`src/fanp_pkg.sv`:
```
package fanp_pkg;
	// Register indices; byte address is four times the index
	localparam logic [7:0]  IDX_EXPANSION  = 8'h06;
	localparam logic [7:0]  IDX_NP_TX      = 8'h07;
	localparam logic [7:0]  IDX_PARTNER_NP = 8'h08;
	localparam logic [7:0]  IDX_EXT_STATUS = 8'h0f;
	localparam logic [7:0]  IDX_CONTROL    = 8'h10;
	localparam logic [7:0]  IDX_IRQ_STATUS = 8'h11;
	localparam logic [7:0]  IDX_IRQ_MASK   = 8'h12;
	localparam logic [7:0]  IDX_MISC       = 8'h13;

	// Expansion fields
	localparam int          EXP_PARTNER_NP = 3;
	localparam int          EXP_LOCAL_NP   = 2;
	localparam int          EXP_PAGE_RX    = 1;
	localparam int          EXP_PARTNER_AN = 0;

	// Code word fields
	localparam int          CW_NEXT_PAGE   = 15;
	localparam int          CW_TOGGLE      = 11;
	localparam logic [15:0] NP_TX_WMASK    = 16'hb7ff;
	localparam logic [15:0] NP_TX_RESET    = 16'h2001;

	// Control register fields
	localparam int          CTL_AN_EN      = 12;
	localparam logic [15:0] CTL_RESET      = 16'h1000;

	// Interrupt status bits
	localparam int          IRQ_PAGE       = 0;
	localparam int          IRQ_NEXT_PAGE  = 1;
	localparam int          IRQ_LINK_DOWN  = 2;
	localparam int          IRQ_NP_LOADED  = 3;
	localparam int          IRQ_W          = 4;

	localparam int          MATCH_NEEDED   = 3;

	typedef enum logic [1:0] {
		FANP_MODE_100FX   = 2'b00,
		FANP_MODE_1000X   = 2'b01,
		FANP_MODE_SYSTEM  = 2'b10,
		FANP_MODE_MEDIA   = 2'b11
	} fanp_mode_t;

	// Page arriving from the negotiation machine
	typedef struct packed {
		logic        valid;
		logic        is_next;
		logic [15:0] word;
	} fanp_rx_page_t;
endpackage

```
`src/fanp_cfg_match.sv`:
```
// Counts consecutive identical non-zero configuration code groups
module fanp_cfg_match (
	input  wire logic        pclk,
	input  wire logic        presetn,
	input  wire logic        sync_ok,
	input  wire logic        cfg_valid,
	input  wire logic [15:0] cfg_word,
	output logic             matched_q
);
	logic [15:0] last_q;
	logic [1:0]  count_q;

	always_ff @(posedge pclk or negedge presetn) begin
		if (!presetn) begin
			last_q  <= 16'h0000;
			count_q <= 2'h0;
		end else if (!sync_ok) begin
			count_q <= 2'h0;
		end else if (cfg_valid) begin
			last_q <= cfg_word;
			if (cfg_word == 16'h0000)
				count_q <= 2'h0;
			else if (cfg_word != last_q || count_q == 2'h0)
				count_q <= 2'h1;
			else if (count_q != 2'(fanp_pkg::MATCH_NEEDED))
				count_q <= count_q + 2'h1;
		end
	end

	always_ff @(posedge pclk or negedge presetn) begin
		if (!presetn)
			matched_q <= 1'b0;
		else
			matched_q <= sync_ok && (count_q == 2'(fanp_pkg::MATCH_NEEDED));
	end
endmodule

```
`src/fanp_regs.sv`:
```
module fanp_regs (
	input  wire logic                  pclk,
	input  wire logic                  presetn,
	input  wire logic                  psel,
	input  wire logic                  penable,
	input  wire logic                  pwrite,
	input  wire logic [11:0]           paddr,
	input  wire logic [31:0]           pwdata,
	output logic      [31:0]           prdata,
	output logic                       pready,
	output logic                       pslverr,
	input  wire logic [1:0]            fiber_mode,
	input  wire logic                  link_up,
	input  wire logic                  sync_ok,
	input  wire logic                  cfg_valid,
	input  wire logic [15:0]           cfg_word,
	input  wire fanp_pkg::fanp_rx_page_t rx_page,
	output logic      [15:0]           tx_np_word,
	output logic                       tx_np_active,
	output logic                       np_loaded,
	output logic                       an_enable,
	output logic                       irq
);
	logic [15:0]          np_tx_q;
	logic [15:0]          partner_np_q;
	logic [15:0]          ctl_q;
	logic [fanp_pkg::IRQ_W-1:0] irq_stat_q;
	logic [fanp_pkg::IRQ_W-1:0] irq_mask_q;
	logic                 partner_np_able_q;
	logic                 page_rx_q;
	logic                 link_q;
	logic                 matched;
	logic                 is_1000x;
	logic                 link_down;
	logic                 access;
	logic                 wr;
	logic                 rd;
	logic [15:0]          rd_val;
	logic                 mapped;
	logic [fanp_pkg::IRQ_W-1:0] events;
	logic                 exp_rd;
	logic                 irq_rd;
	logic [fanp_pkg::IRQ_W-1:0] irq_clr;
	logic                 toggle_ref_q;

	function automatic logic hit(input logic [11:0] a, input logic [7:0] idx);
		return (a[1:0] == 2'b00) && (a[11:2] == {2'b00, idx});
	endfunction

	function automatic logic caps_1000x(input logic [1:0] mode);
		return mode != fanp_pkg::FANP_MODE_100FX;
	endfunction

	fanp_cfg_match u_match (
		.pclk      (pclk),
		.presetn   (presetn),
		.sync_ok   (sync_ok),
		.cfg_valid (cfg_valid),
		.cfg_word  (cfg_word),
		.matched_q (matched)
	);

	assign is_1000x  = fiber_mode == fanp_pkg::FANP_MODE_1000X;
	assign link_down = link_q && !link_up;
	assign access    = psel && penable && pready;
	assign wr        = access && pwrite;
	assign rd        = access && !pwrite;
	assign exp_rd    = rd && hit(paddr, fanp_pkg::IDX_EXPANSION);
	assign irq_rd    = rd && hit(paddr, fanp_pkg::IDX_IRQ_STATUS);
	assign irq_clr   = irq_rd ? prdata[fanp_pkg::IRQ_W-1:0] : '0;

	always_ff @(posedge pclk or negedge presetn) begin
		if (!presetn)
			link_q <= 1'b0;
		else
			link_q <= link_up;
	end

	// No wait state: pready rises in the first access cycle
	always_ff @(posedge pclk or negedge presetn) begin
		if (!presetn)
			pready <= 1'b0;
		else
			pready <= psel && !penable;
	end

	always_ff @(posedge pclk or negedge presetn) begin
		if (!presetn)
			ctl_q <= fanp_pkg::CTL_RESET;
		else if (wr && hit(paddr, fanp_pkg::IDX_CONTROL))
			ctl_q <= pwdata[15:0] & fanp_pkg::CTL_RESET;
	end
	assign an_enable = ctl_q[fanp_pkg::CTL_AN_EN];

	always_ff @(posedge pclk or negedge presetn) begin
		if (!presetn)
			irq_mask_q <= '0;
		else if (wr && hit(paddr, fanp_pkg::IDX_IRQ_MASK))
			irq_mask_q <= pwdata[fanp_pkg::IRQ_W-1:0];
	end

	// Transmit page; toggle kept by hardware only
	always_ff @(posedge pclk or negedge presetn) begin
		if (!presetn) begin
			np_tx_q <= fanp_pkg::NP_TX_RESET;
		end else begin
			if (wr && hit(paddr, fanp_pkg::IDX_NP_TX))
				np_tx_q <= (pwdata[15:0] & fanp_pkg::NP_TX_WMASK)
				         | (np_tx_q & ~fanp_pkg::NP_TX_WMASK);
			if (rx_page.valid)
				np_tx_q[fanp_pkg::CW_TOGGLE] <= ~np_tx_q[fanp_pkg::CW_TOGGLE];
		end
	end

	always_ff @(posedge pclk or negedge presetn) begin
		if (!presetn) begin
			tx_np_word   <= 16'h0000;
			tx_np_active <= 1'b0;
			np_loaded    <= 1'b0;
		end else begin
			tx_np_word   <= is_1000x ? np_tx_q : 16'h0000;
			tx_np_active <= is_1000x;
			np_loaded    <= wr && hit(paddr, fanp_pkg::IDX_NP_TX) && is_1000x;
		end
	end

	always_ff @(posedge pclk or negedge presetn) begin
		if (!presetn)
			partner_np_q <= 16'h0000;
		else if (link_down)
			partner_np_q <= 16'h0000;
		else if (rx_page.valid && rx_page.is_next && is_1000x)
			partner_np_q <= rx_page.word;
	end

	always_ff @(posedge pclk or negedge presetn) begin
		if (!presetn)
			partner_np_able_q <= 1'b0;
		else if (!is_1000x || link_down)
			partner_np_able_q <= 1'b0;
		else if (rx_page.valid && !rx_page.is_next && rx_page.word[fanp_pkg::CW_NEXT_PAGE])
			partner_np_able_q <= 1'b1;
	end

	// New page wins over the clearing read
	always_ff @(posedge pclk or negedge presetn) begin
		if (!presetn)
			page_rx_q <= 1'b0;
		else if (rx_page.valid)
			page_rx_q <= 1'b1;
		else if (exp_rd && prdata[fanp_pkg::EXP_PAGE_RX])
			page_rx_q <= 1'b0;
	end

	assign events[fanp_pkg::IRQ_PAGE]      = rx_page.valid;
	assign events[fanp_pkg::IRQ_NEXT_PAGE] = rx_page.valid && rx_page.is_next;
	assign events[fanp_pkg::IRQ_LINK_DOWN] = link_down;
	assign events[fanp_pkg::IRQ_NP_LOADED] = wr && hit(paddr, fanp_pkg::IDX_NP_TX);

	// A read clears only the bits it returned; a new event wins
	always_ff @(posedge pclk or negedge presetn) begin
		if (!presetn)
			irq_stat_q <= '0;
		else
			irq_stat_q <= (irq_stat_q & ~irq_clr) | events;
	end

	always_ff @(posedge pclk or negedge presetn) begin
		if (!presetn)
			irq <= 1'b0;
		else
			irq <= |(irq_stat_q & irq_mask_q);
	end

	always_comb begin
		rd_val = 16'h0000;
		mapped = 1'b1;
		if (hit(paddr, fanp_pkg::IDX_EXPANSION)) begin
			rd_val[fanp_pkg::EXP_PARTNER_NP] = partner_np_able_q;
			rd_val[fanp_pkg::EXP_LOCAL_NP]   = 1'b1;
			rd_val[fanp_pkg::EXP_PAGE_RX]    = page_rx_q;
			rd_val[fanp_pkg::EXP_PARTNER_AN] = matched && an_enable;
		end else if (hit(paddr, fanp_pkg::IDX_NP_TX)) begin
			rd_val = np_tx_q;
		end else if (hit(paddr, fanp_pkg::IDX_PARTNER_NP)) begin
			rd_val = partner_np_q;
		end else if (hit(paddr, fanp_pkg::IDX_EXT_STATUS)) begin
			rd_val[15] = caps_1000x(fiber_mode);
			rd_val[14] = caps_1000x(fiber_mode);
			rd_val[13:12] = 2'b00;
		end else if (hit(paddr, fanp_pkg::IDX_CONTROL)) begin
			rd_val = ctl_q;
		end else if (hit(paddr, fanp_pkg::IDX_IRQ_STATUS)) begin
			rd_val[fanp_pkg::IRQ_W-1:0] = irq_stat_q;
		end else if (hit(paddr, fanp_pkg::IDX_IRQ_MASK)) begin
			rd_val[fanp_pkg::IRQ_W-1:0] = irq_mask_q;
		end else if (hit(paddr, fanp_pkg::IDX_MISC)) begin
			rd_val[1:0] = fiber_mode;
			rd_val[2]   = link_q;
		end else begin
			mapped = 1'b0;
		end
	end

	always_ff @(posedge pclk or negedge presetn) begin
		if (!presetn) begin
			prdata  <= 32'h0000_0000;
			pslverr <= 1'b0;
		end else if (psel && !penable) begin
			prdata  <= pwrite ? 32'h0000_0000 : {16'h0000, rd_val};
			pslverr <= !mapped;
		end
	end

	a_page_latch: assert property (@(posedge pclk) disable iff (!presetn)
		rx_page.valid |=> page_rx_q) else $error("page flag not set");
	a_partner_clear: assert property (@(posedge pclk) disable iff (!presetn)
		link_down |=> partner_np_q == 16'h0000) else $error("partner page kept");
	a_npable_clear: assert property (@(posedge pclk) disable iff (!presetn)
		link_down |=> !partner_np_able_q) else $error("np able kept");
	a_np_loaded: assert property (@(posedge pclk) disable iff (!presetn)
		(wr && hit(paddr, fanp_pkg::IDX_NP_TX) && is_1000x) |=> np_loaded)
		else $error("no load pulse");
	a_toggle_flip: assert property (@(posedge pclk) disable iff (!presetn)
		rx_page.valid |=> np_tx_q[11] != $past(np_tx_q[11])) else $error("toggle stuck");
	a_base_no_load: assert property (@(posedge pclk) disable iff (!presetn)
		(rx_page.valid && !rx_page.is_next && !link_down) |=> $stable(partner_np_q))
		else $error("base page loaded");
	a_tx_gated: assert property (@(posedge pclk) disable iff (!presetn)
		!is_1000x |=> tx_np_word == 16'h0000) else $error("tx page leaks");
	a_next_mirror: assert property (@(posedge pclk) disable iff (!presetn)
		(rx_page.valid && rx_page.is_next && is_1000x && !link_down)
		|=> partner_np_q == $past(rx_page.word)) else $error("page not mirrored");
	a_npable_mode: assert property (@(posedge pclk) disable iff (!presetn)
		!is_1000x |=> !partner_np_able_q) else $error("np able in wrong mode");
	a_irq_level: assert property (@(posedge pclk) disable iff (!presetn)
		|(irq_stat_q & irq_mask_q) |=> irq) else $error("irq missing");

	c_next_page: cover property (@(posedge pclk) disable iff (!presetn)
		rx_page.valid && rx_page.is_next && is_1000x);
	c_read_clear: cover property (@(posedge pclk) disable iff (!presetn)
		page_rx_q ##1 rd && hit(paddr, fanp_pkg::IDX_EXPANSION));
	c_link_drop: cover property (@(posedge pclk) disable iff (!presetn)
		partner_np_q != 16'h0000 ##1 link_down);
	c_an_able: cover property (@(posedge pclk) disable iff (!presetn)
		matched && an_enable);
	c_tx_loaded: cover property (@(posedge pclk) disable iff (!presetn)
		np_loaded);

	// Bus: ready in the first access cycle, error only off the map
	a_bus_ready: assert property (@(posedge pclk) disable iff (!presetn)
		psel && !penable |=> pready)
		else $error("no ready after setup");
	a_ready_pulse: assert property (@(posedge pclk) disable iff (!presetn)
		pready |=> !pready)
		else $error("ready held");
	a_err_unmapped: assert property (@(posedge pclk) disable iff (!presetn)
		psel && !penable && !mapped |=> pslverr)
		else $error("no error for unmapped word");

	// Read words as returned to software
	a_local_np: assert property (@(posedge pclk) disable iff (!presetn)
		exp_rd |-> prdata[fanp_pkg::EXP_LOCAL_NP])
		else $error("local next page bit low");
	a_exp_upper: assert property (@(posedge pclk) disable iff (!presetn)
		exp_rd |-> prdata[31:4] == 28'h0000000)
		else $error("expansion upper bits set");
	a_ext_low: assert property (@(posedge pclk) disable iff (!presetn)
		rd && hit(paddr, fanp_pkg::IDX_EXT_STATUS)
		|-> prdata[13:12] == 2'b00)
		else $error("1000T capability set");
	a_ext_caps: assert property (@(posedge pclk) disable iff (!presetn)
		rd && hit(paddr, fanp_pkg::IDX_EXT_STATUS)
		|-> prdata[15:14] == (($past(fiber_mode) == fanp_pkg::FANP_MODE_100FX) ? 2'b00 : 2'b11))
		else $error("1000X capability wrong");
	a_page_clear: assert property (@(posedge pclk) disable iff (!presetn)
		exp_rd && prdata[fanp_pkg::EXP_PAGE_RX] && !rx_page.valid |=> !page_rx_q)
		else $error("page flag survives read");
	a_an_gate: assert property (@(posedge pclk) disable iff (!presetn)
		exp_rd && !$past(an_enable) |-> !prdata[fanp_pkg::EXP_PARTNER_AN])
		else $error("ability shown while disabled");
	a_tx_read: assert property (@(posedge pclk) disable iff (!presetn)
		rd && hit(paddr, fanp_pkg::IDX_NP_TX)
		|-> prdata[15:0] == $past(np_tx_q))
		else $error("transmit page misread");
	a_pnp_read: assert property (@(posedge pclk) disable iff (!presetn)
		rd && hit(paddr, fanp_pkg::IDX_PARTNER_NP)
		|-> prdata[15:0] == $past(partner_np_q))
		else $error("partner page misread");
	a_misc_mode: assert property (@(posedge pclk) disable iff (!presetn)
		rd && hit(paddr, fanp_pkg::IDX_MISC)
		|-> prdata[1:0] == $past(fiber_mode))
		else $error("mode misread");

	// Transmit side and partner register follow the mode; a match needs sync
	a_tx_mirror: assert property (@(posedge pclk) disable iff (!presetn)
		is_1000x |=> tx_np_word == $past(np_tx_q))
		else $error("transmit word differs");
	a_tx_active: assert property (@(posedge pclk) disable iff (!presetn)
		1'b1 |=> tx_np_active == $past(is_1000x))
		else $error("active flag wrong");
	a_np_quiet: assert property (@(posedge pclk) disable iff (!presetn)
		!is_1000x |=> !np_loaded)
		else $error("load pulse outside 1000X");
	a_pnp_mode: assert property (@(posedge pclk) disable iff (!presetn)
		!is_1000x && !link_down |=> $stable(partner_np_q))
		else $error("partner page moved outside 1000X");
	a_npable_set: assert property (@(posedge pclk) disable iff (!presetn)
		is_1000x && !link_down && rx_page.valid && !rx_page.is_next
		&& rx_page.word[fanp_pkg::CW_NEXT_PAGE] |=> partner_np_able_q)
		else $error("np able not set");
	a_match_sync: assert property (@(posedge pclk) disable iff (!presetn)
		matched |-> $past(sync_ok))
		else $error("match without sync");

	// Reference toggle: flips on every received page, nothing else moves it
	always_ff @(posedge pclk or negedge presetn) begin
		if (!presetn)
			toggle_ref_q <= 1'b0;
		else if (rx_page.valid)
			toggle_ref_q <= ~toggle_ref_q;
	end

	// Sticky events, interrupt level and toggle
	a_irq_sticky: assert property (@(posedge pclk) disable iff (!presetn)
		events[fanp_pkg::IRQ_PAGE] |=> irq_stat_q[fanp_pkg::IRQ_PAGE])
		else $error("page event lost");
	a_irq_quiet: assert property (@(posedge pclk) disable iff (!presetn)
		!(|(irq_stat_q & irq_mask_q)) |=> !irq)
		else $error("irq without cause");
	a_toggle_ref: assert property (@(posedge pclk) disable iff (!presetn)
		np_tx_q[fanp_pkg::CW_TOGGLE] == toggle_ref_q)
		else $error("toggle differs from page count");
endmodule

```
`config.mk`:
```
export PLATFORM = sky130hd
export DESIGN_NAME = fanp_regs
export DESIGN_NICKNAME = d
export VERILOG_FILES = /design/src/fanp_pkg.sv /design/src/fanp_cfg_match.sv /design/src/fanp_regs.sv
export SDC_FILE = /design/constraint.sdc
export NUM_CORES = 1
export LEC_CHECK = 0
export ABC_AREA = 1
export ABC_CLOCK_PERIOD_IN_PS = 1300
export BUFFER_PORTS_ARGS = -buffer_cell sky130_fd_sc_hd__buf_2
export CAP_MARGIN = 20
export CORE_MARGIN = 5
export CORE_UTILIZATION = 40
export CTS_CLUSTER_DIAMETER = 200
export DETAILED_ROUTE_END_ITERATION = 10
export PLACE_DENSITY = 0.67
export SYNTH_ARGS = -nofsm -noshare
export SYNTH_HDL_FRONTEND = slang
export SYNTH_SLANG_ARGS = --single-unit
```
`constraint.sdc`:
```
create_clock -name pclk -period 1.3 [get_ports pclk]
set_input_delay 0.26 -clock pclk [delete_from_list [all_inputs] [get_ports pclk]]
set_output_delay 0.26 -clock pclk [all_outputs]
set_load 0.005 [all_outputs]
```
==> run_results.csv, run 1 <==
group,metric,value,unit
run_status,status,"finished with violations",
run_status,violations,"negative setup slack",
cells_and_area,drive_gt1_share,30.63,%
cells_and_area,final_cell_mix,"152 x nand2_1, 105 x buf_2, 96 x inv_1",
clocking,cts_tree,"yes",
sta,max_freq,0.7231,GHz
global_route,grt_usage,18.11,%
min_path,min_path_cells,1,
cells_and_area,final_nets,862,
cells_and_area,final_common_cell,"nand2_1",
floorplan,die-height,120.6,µm
drt,dr.pass1.iters,4,
setup_path,crit_start,"u_match.count_q[0]",
setup_path,slowest_stage,"dfrtp_1",
pwr,ir_drop,0.0004734,V
drt,wirelength,12.81,mm
pwr,power.leakage,0.003567,µW
global_route,antenna_found_initial,1,
setup_path,crit_path_frequent_cell,"nor2_2",
floorplan,io_pins,142,
place,port-buffer-count,106,
synthesis,synthDominantCellAreaShare,48.61,%
global_route,grt_max_degree,31,
setup_path,worst-endpoint-arrival,1.63,ns
synthesis,netlist_area,4891,µm²
min_path,hold_class,"in2reg",
floorplan,start_util,40.72,%
place,place_area,5942,µm²
drt,wl_per_cell,13.86,µm
sta,skew,0.006491,ns
setup_path,crit_type,"reg2reg",
setup_path,cp_max_fo,2,
pwr,power,6821,µW
place,dp_slack,-0.2706,ns
global_route,grt_pass1_wl,21.00,mm
cells_and_area,fill_cells,1144,
drt,drtIter0Drc,237,
sta,worst_slack,-0.08300,ns
synthesis,ys_seq_elements,98,
sta,setup_tns,-0.1278,ns
drt,drc,0,
setup_path,endpoint_kind,"flop",
clocking,cts.sinks,98,
synthesis,synthTopCellsByArea,"dfrtp_1 49%, nand2_1 12%, inv_1 7.7%, o21ai_0 6.3%, nand3_1 4.8%",
place,gp_congestion,0.9002,
floorplan,core_area,12010,µm²
clocking,clockBufferDepth,2,
min_path,worstHoldStart,"link_up",
drt,num_vias,4430,
floorplan,rows,40,
clocking,cts.htree.levels,3,
cells_and_area,multi_input_area,2018,µm²
sta,hold_viol,0,
setup_path,r2r_cells,10,
drt,final_antenna_net_count,0,
place,dp_hpwl,9.685,mm
setup_path,path_cells,"inv_2 -> ha_4 -> nor2_2 -> nand3_1 -> nor2_2 -> nand3_2 -> nor2_2 -> nand2_1 -> nand3_1 -> nand2_1",
synthesis,ys_seq_area_share,50.22,%
synthesis,synth_top_cell_by_area,"dfrtp_1",
cells_and_area,seq_area,2456,µm²
synthesis,netlist_instances,608,
cells_and_area,final_cell_area,6431,µm²
floorplan,die_w,120.6,µm
global_route,gr-total-overflow,0,
clocking,worstSkewPairLatency,0.35,ns
clocking,numCtsBuffers,9,
floorplan,dieArea,14540,µm²
cells_and_area,diodes,0,
pwr,power_per_cell_area,1061,nW/µm²
drt,routed_via_density,4.794,
clocking,cts_root_buf,"clkbuf_16",
cells_and_area,syn_to_final_growth,31.49,%
setup_path,worst_ep_required_time,1.55,ns
sta,final_max_slew_viol_count,0,
sta,report.final.setup_viol,6,
setup_path,r2r-start,"u_match.count_q[0]",
job,cap_violations,0,
synthesis,ys_types,34,
global_route,grt_pass1_vias,4451,
synthesis,yosysWarningCount,0,
sta,rsz0062_at_grt,"true",
clocking,clkTransAtPathRegs,0.07,ns
sta,period_needed,1.383,ns
sta,finalCritPeriodShare,106.4,%
synthesis,syn_avg_cell_area,8.044,µm²
setup_path,max_stage_delay,0.37,ns
setup_path,start_kind,"flop",
-- cells by family (layout without fill, tap and decap cells) --
logic type	count (synthesis)	after routing	synth area share (%)
buffers and inverters	136	288	12.20
XOR/XNOR	1	1	0.1791
AND/OR/NAND/NOR	280	281	25.12
AO/OA/AOI/OAI	81	81	9.005
flip-flops	98	98	50.22
other	1	17	0.07667
adder cells (fa/ha/maj)	2	2	0.5116
multiplexers	9	9	2.686
-- power breakdown --
group,total (µW),leakage (µW),switching (µW),internal (µW)
sequential,3260,0.00130,86.9,3170
combinational,748,0.00212,440,308
clock,2820,0.000156,1270,1550
total,6820,0.00357,1800,5030
-- sequential cells by signal (all words and copies together), names as in the netlist --
name and cells:
tx_np_word 15, irq_stat_q 4, irq_mask_q 4, u_match.count_q 2, partner_np_able_q 1, u_match.last_q 16, np_loaded 1, pready 1
partner_np_q 16, u_match.matched_q 1, link_q 1, np_tx_q 15, page_rx_q 1, pslverr 1, ctl_q 1, irq 1
prdata 16, tx_np_active 1
-- stage by stage --
step | cells | utilization (%) | hold slack [ns]
3_5_place_dp | 901 | 49.47 | 0.2419
3_3_place_gp | 901 | 49.47 | 0.2318
5_1_grt | 924 | 53.54 | 0.02819
6_report | 924 | 53.54 | 0.04201
4_1_cts | 921 | 52.72 | 0.03219
2_1_floorplan | 624 | - | -0.03559
-- critical path, delay by kind of cell, from the launching register on --
family	cells	cell delay, ns
adder cells (fa/ha/maj)	1	0.15
buffers and inverters	1	0.06
flip-flops	1	0.37
AND/OR/NAND/NOR	8	0.72
-- worst paths after layout --
kind                                 endpoint  slack [ns]
min                                    link_q        0.04
max in group asynchronous           ctl_q[12]        0.37
max reg2reg                u_match.count_q[0]       -0.08
max                        u_match.count_q[0]       -0.08
min reg2reg                        np_tx_q[0]        0.49
min in group asynchronous   u_match.last_q[1]        0.39
-- metal layers --
metal  wire [µm]  up-vias  track usage (%)
li1            -     2203                -
met1        5616     2084            22.77
met2        6046      118            29.72
met3         783       23            4.864
met4         354        2            7.153
met5           7        -                0
-- final cells by class --
cell class              count  area share [%]
clock inverters             7           1.440
repair inverters            1          0.1167
flip-flops and latches     98           38.19
well taps                 147           2.860
inverters                 106           6.323
clock buffers               9           3.502
multi-input cells         391           31.38
repair buffers            165           16.19
-- synth_stat cells, drive strengths merged --
cell	instances
mux2	9
nand3b	3
inv	104
a21oi	5
clkbuf	7
or2	1
nor2	53
nand4	9
nand3	48
and3	1
dfrtp	95
buf	23
conb	1
nand2	160
nor3	5
clkinv	2
o21ai	62
xor2	1
o211ai	13
dfstp	3
o31ai	1
ha	2
-- what timing repair did --
action,4_1_cts,5_1_grt
setup buffers,2,1
setup endpoints to repair,22,30
hold endpoints to repair,23,0
resized for setup,15,21
cloned,1,2
hold buffers,1,0
pin swaps,4,9
(Power assumes the default switching activity.)
==> run 2: changes to the inputs <==
--- a/config.mk
+++ b/config.mk
@@ -9,11 +9,13 @@
 export ABC_CLOCK_PERIOD_IN_PS = 1300
 export BUFFER_PORTS_ARGS = -buffer_cell sky130_fd_sc_hd__buf_2
 export CAP_MARGIN = 20
+export CORE_ASPECT_RATIO = 1.25
 export CORE_MARGIN = 5
 export CORE_UTILIZATION = 40
 export CTS_CLUSTER_DIAMETER = 200
 export DETAILED_ROUTE_END_ITERATION = 10
-export PLACE_DENSITY = 0.67
+export PLACE_DENSITY = 0.66
 export SYNTH_ARGS = -nofsm -noshare
 export SYNTH_HDL_FRONTEND = slang
+export SYNTH_HIERARCHICAL = 1
 export SYNTH_SLANG_ARGS = --single-unit
==> run_results.csv, run 2 <==
group,metric,value,unit
run_status,status,"finished with violations",
run_status,violations,"negative setup slack",
global_route,gr-total-overflow,0,
sta,skew,0.008687,ns
sta,hold_viol,0,
job,cap_violations,0,
floorplan,io_pins,142,
sta,worst_slack,-0.07952,ns
pwr,p_sw,1700,µW
synthesis,netlist_area,4999,µm²
drt,final_antenna_net_count,0,
drt,drtIter0Drc,272,
synthesis,netlist_instances,631,
synthesis,synth-edff-count,0,
drt,dr.pass1.iters,4,
drt,num_vias,4426,
sta,finalCritPeriodShare,106.1,%
pwr,ir_drop,0.0007415,V
pwr,swShare,24.05,%
synthesis,ys_seq_elements,98,
drt,routed_via_density,4.719,
cells_and_area,drive_gt1_share,28.42,%
sta,rsz0062_at_grt,"true",
place,gp_congestion,0.8786,
pwr,power_frac_clock,43.7,%
pwr,combPwrFrac,10.2,%
cells_and_area,final_common_cell,"nand2_1",
clocking,cts_root_buf,"clkbuf_16",
setup_path,worst-endpoint-arrival,1.65,ns
clocking,numCtsBuffers,9,
cells_and_area,final_nets,859,
sta,final_max_slew_viol_count,0,
sta,max_freq,0.7249,GHz
cells_and_area,multi_input_area,1992,µm²
global_route,antenna_found_initial,0,
sta,report.final.setup_viol,2,
clocking,cts_tree,"yes",
cells_and_area,final_cell_mix,"160 x nand2_1, 105 x buf_2, 99 x inv_1",
floorplan,die_w,110.0,µm
floorplan,core_area,12220,µm²
synthesis,ys_seq_area_share,49.14,%
synthesis,synthFlopType,"dfrtp_1",
pwr,internal_power,5368,µW
cells_and_area,seq_area,2456,µm²
pwr,power.leakage,0.003426,µW
setup_path,max_stage_delay,0.37,ns
clocking,cts.htree.levels,3,
synthesis,syn_avg_cell_area,7.922,µm²
synthesis,synthTopCellsByArea,"dfrtp_1 48%, nand2_1 12%, inv_1 7.5%, nand3_1 5.7%, o21ai_0 5.0%",
synthesis,synth_async_sr_flop_share,100.0,%
synthesis,ys_types,37,
pwr,power_per_cell_area,1127,nW/µm²
synthesis,synth_top_cell_by_area,"dfrtp_1",
setup_path,start_kind,"flop",
clocking,clockBufferDepth,2,
global_route,grt_max_degree,35,
synthesis,yosysWarningCount,6,
setup_path,path_cells,"inv_2 -> ha_4 -> nor2_2 -> nand3_1 -> nor2_2 -> nand3_2 -> nor3_1 -> nand2_1 -> nand2_1",
clocking,worstSkewPairLatency,0.34,ns
synthesis,synth_commonest_cells,"161 x nand2_1, 100 x inv_1, 95 x dfrtp_1, 57 x nand3_1, 50 x o21ai_0",
min_path,hold_class,"in2reg",
setup_path,crit_start,"u_match/count_q[0]",
cells_and_area,syn_to_final_growth,25.43,%
setup_path,endpoint_kind,"flop",
min_path,worstHoldStart,"link_up",
setup_path,path_buf_inv,1,
setup_path,crit_type,"reg2reg",
global_route,grt_pass1_wl,20.27,mm
sta,holdWs,0.05444,ns
setup_path,cp_top_family,"simple AND/OR/NAND/NOR gates",
drt,drc,0,
cells_and_area,finish.utilization,51.32,%
place,port-buffer-count,106,
floorplan,rows,45,
setup_path,r2r-start,"u_match/count_q[0]",
synthesis,synth_most_common_cell,"nand2_1",
clocking,cts.sinks,98,
floorplan,dieArea,14850,µm²
floorplan,start_util,40.91,%
cells_and_area,fill_cells,1199,
drt,wirelength,12.61,mm
global_route,grt_usage,17.34,%
cells_and_area,diodes,0,
floorplan,die-height,135.0,µm
clocking,clkTransAtPathRegs,0.07,ns
global_route,grt_pass1_vias,4498,
setup_path,cp_max_fo,4,
pwr,seqPwrFrac,46.1,%
cells_and_area,top_regs,"partner_np_q x16, prdata x16, u_match/last_q x16",
setup_path,worst_ep_required_time,1.57,ns
place,dp_hpwl,9.985,mm
drt,wl_per_cell,13.44,µm
synthesis,synthDominantCellAreaShare,47.56,%
setup_path,slowest_stage,"dfrtp_1",
sta,period_needed,1.380,ns
run 2: cell count changes in the layout (fill, tap and decap cells not counted), sizes merged, moves of 5 or more:
cell / before / now
o21ai: 62 / 75
nand2: 161 / 166
buf: 163 / 143
nand3: 48 / 61
mux2: 9 / 0
o211ai: 13 / 3
inv: 107 / 114
xnor2: 0 / 5
run 2: through the flow:
stage,total power [µW],cells,TNS [ns],setup WS [ns],area (µm²)
after floorplan,3702,647,0,0.002744,5059
after global placement,3993,916,-5.688,-0.2134,5837
after detailed placement,4018,916,-7.166,-0.2719,5837
after CTS,7114,938,-0.1159,-0.07116,6250
after global routing,7373,938,-0.3780,-0.1970,6270
final,7068,938,-0.1433,-0.07952,6270
run 2: cell families after synthesis:
family | after synthesis | synth area share (%)
adder cells (fa/ha/maj) | 2 | 0.5005
XOR/XNOR | 6 | 1.051
other | 1 | 0.07502
AO/OA/AOI/OAI | 82 | 9.587
AND/OR/NAND/NOR | 296 | 26.53
multiplexers | 1 | 0.2003
buffers and inverters | 145 | 12.92
flip-flops | 98 | 49.14
run 2: worst register-to-register path: cells and delay by family, from the launching register on:
family / cells / cell delay [ns]
flops: 1 / 0.37
buf+inv: 1 / 0.06
simple gates: 7 / 0.73
fa+ha+maj: 1 / 0.15
run 2: worst paths after layout:
path	cells after the start	to	slack, ns
hold / removal	1	link_q	0.05
setup / recovery	9	u_match/count_q[1]	-0.08
hold reg to reg	2	np_tx_q[15]	0.49
min in group asynchronous	2	np_tx_q[12]	0.35
max in group asynchronous	3	np_tx_q[0]	0.43
setup reg to reg	9	u_match/count_q[1]	-0.08
run 2: repair_timing:
action                                 4_1_cts  5_1_grt
endpoints found under the hold margin       12        0
hold buffers                                 1        0
pin swaps                                    7        5
gates resized for setup                      5        8
setup buffers                                5        0
setup endpoints to repair                    3       11
run 2: power groups by stage:
stage	Sequential [µW]	Combinational, µW	Clock, µW
after floorplan	3300	407	0
after global placement	3310	683	0
after detailed placement	3310	703	0
after CTS	3260	732	3130
after global routing	3270	825	3280
final	3260	724	3090
run 2: layout make-up:
type | count | area share (%)
repair buffers | 144 | 13.55
clock buffers | 9 | 3.592
flip-flops and latches | 98 | 39.17
inverters | 112 | 6.705
clock inverters | 7 | 1.936
multi-input cells | 404 | 31.77
well taps | 164 | 3.273
run 2: per-layer routing:
| metal | vias to the layer above | wire [µm] | GRT usage [%] |
|---|---|---|---|
| met5 | - | 0 | 0 |
| met2 | 121 | 6562 | 30.47 |
| met3 | 26 | 814 | 4.209 |
| met1 | 2092 | 4815 | 19.75 |
| li1 | 2187 | - | - |
| met4 | 0 | 420 | 7.346 |
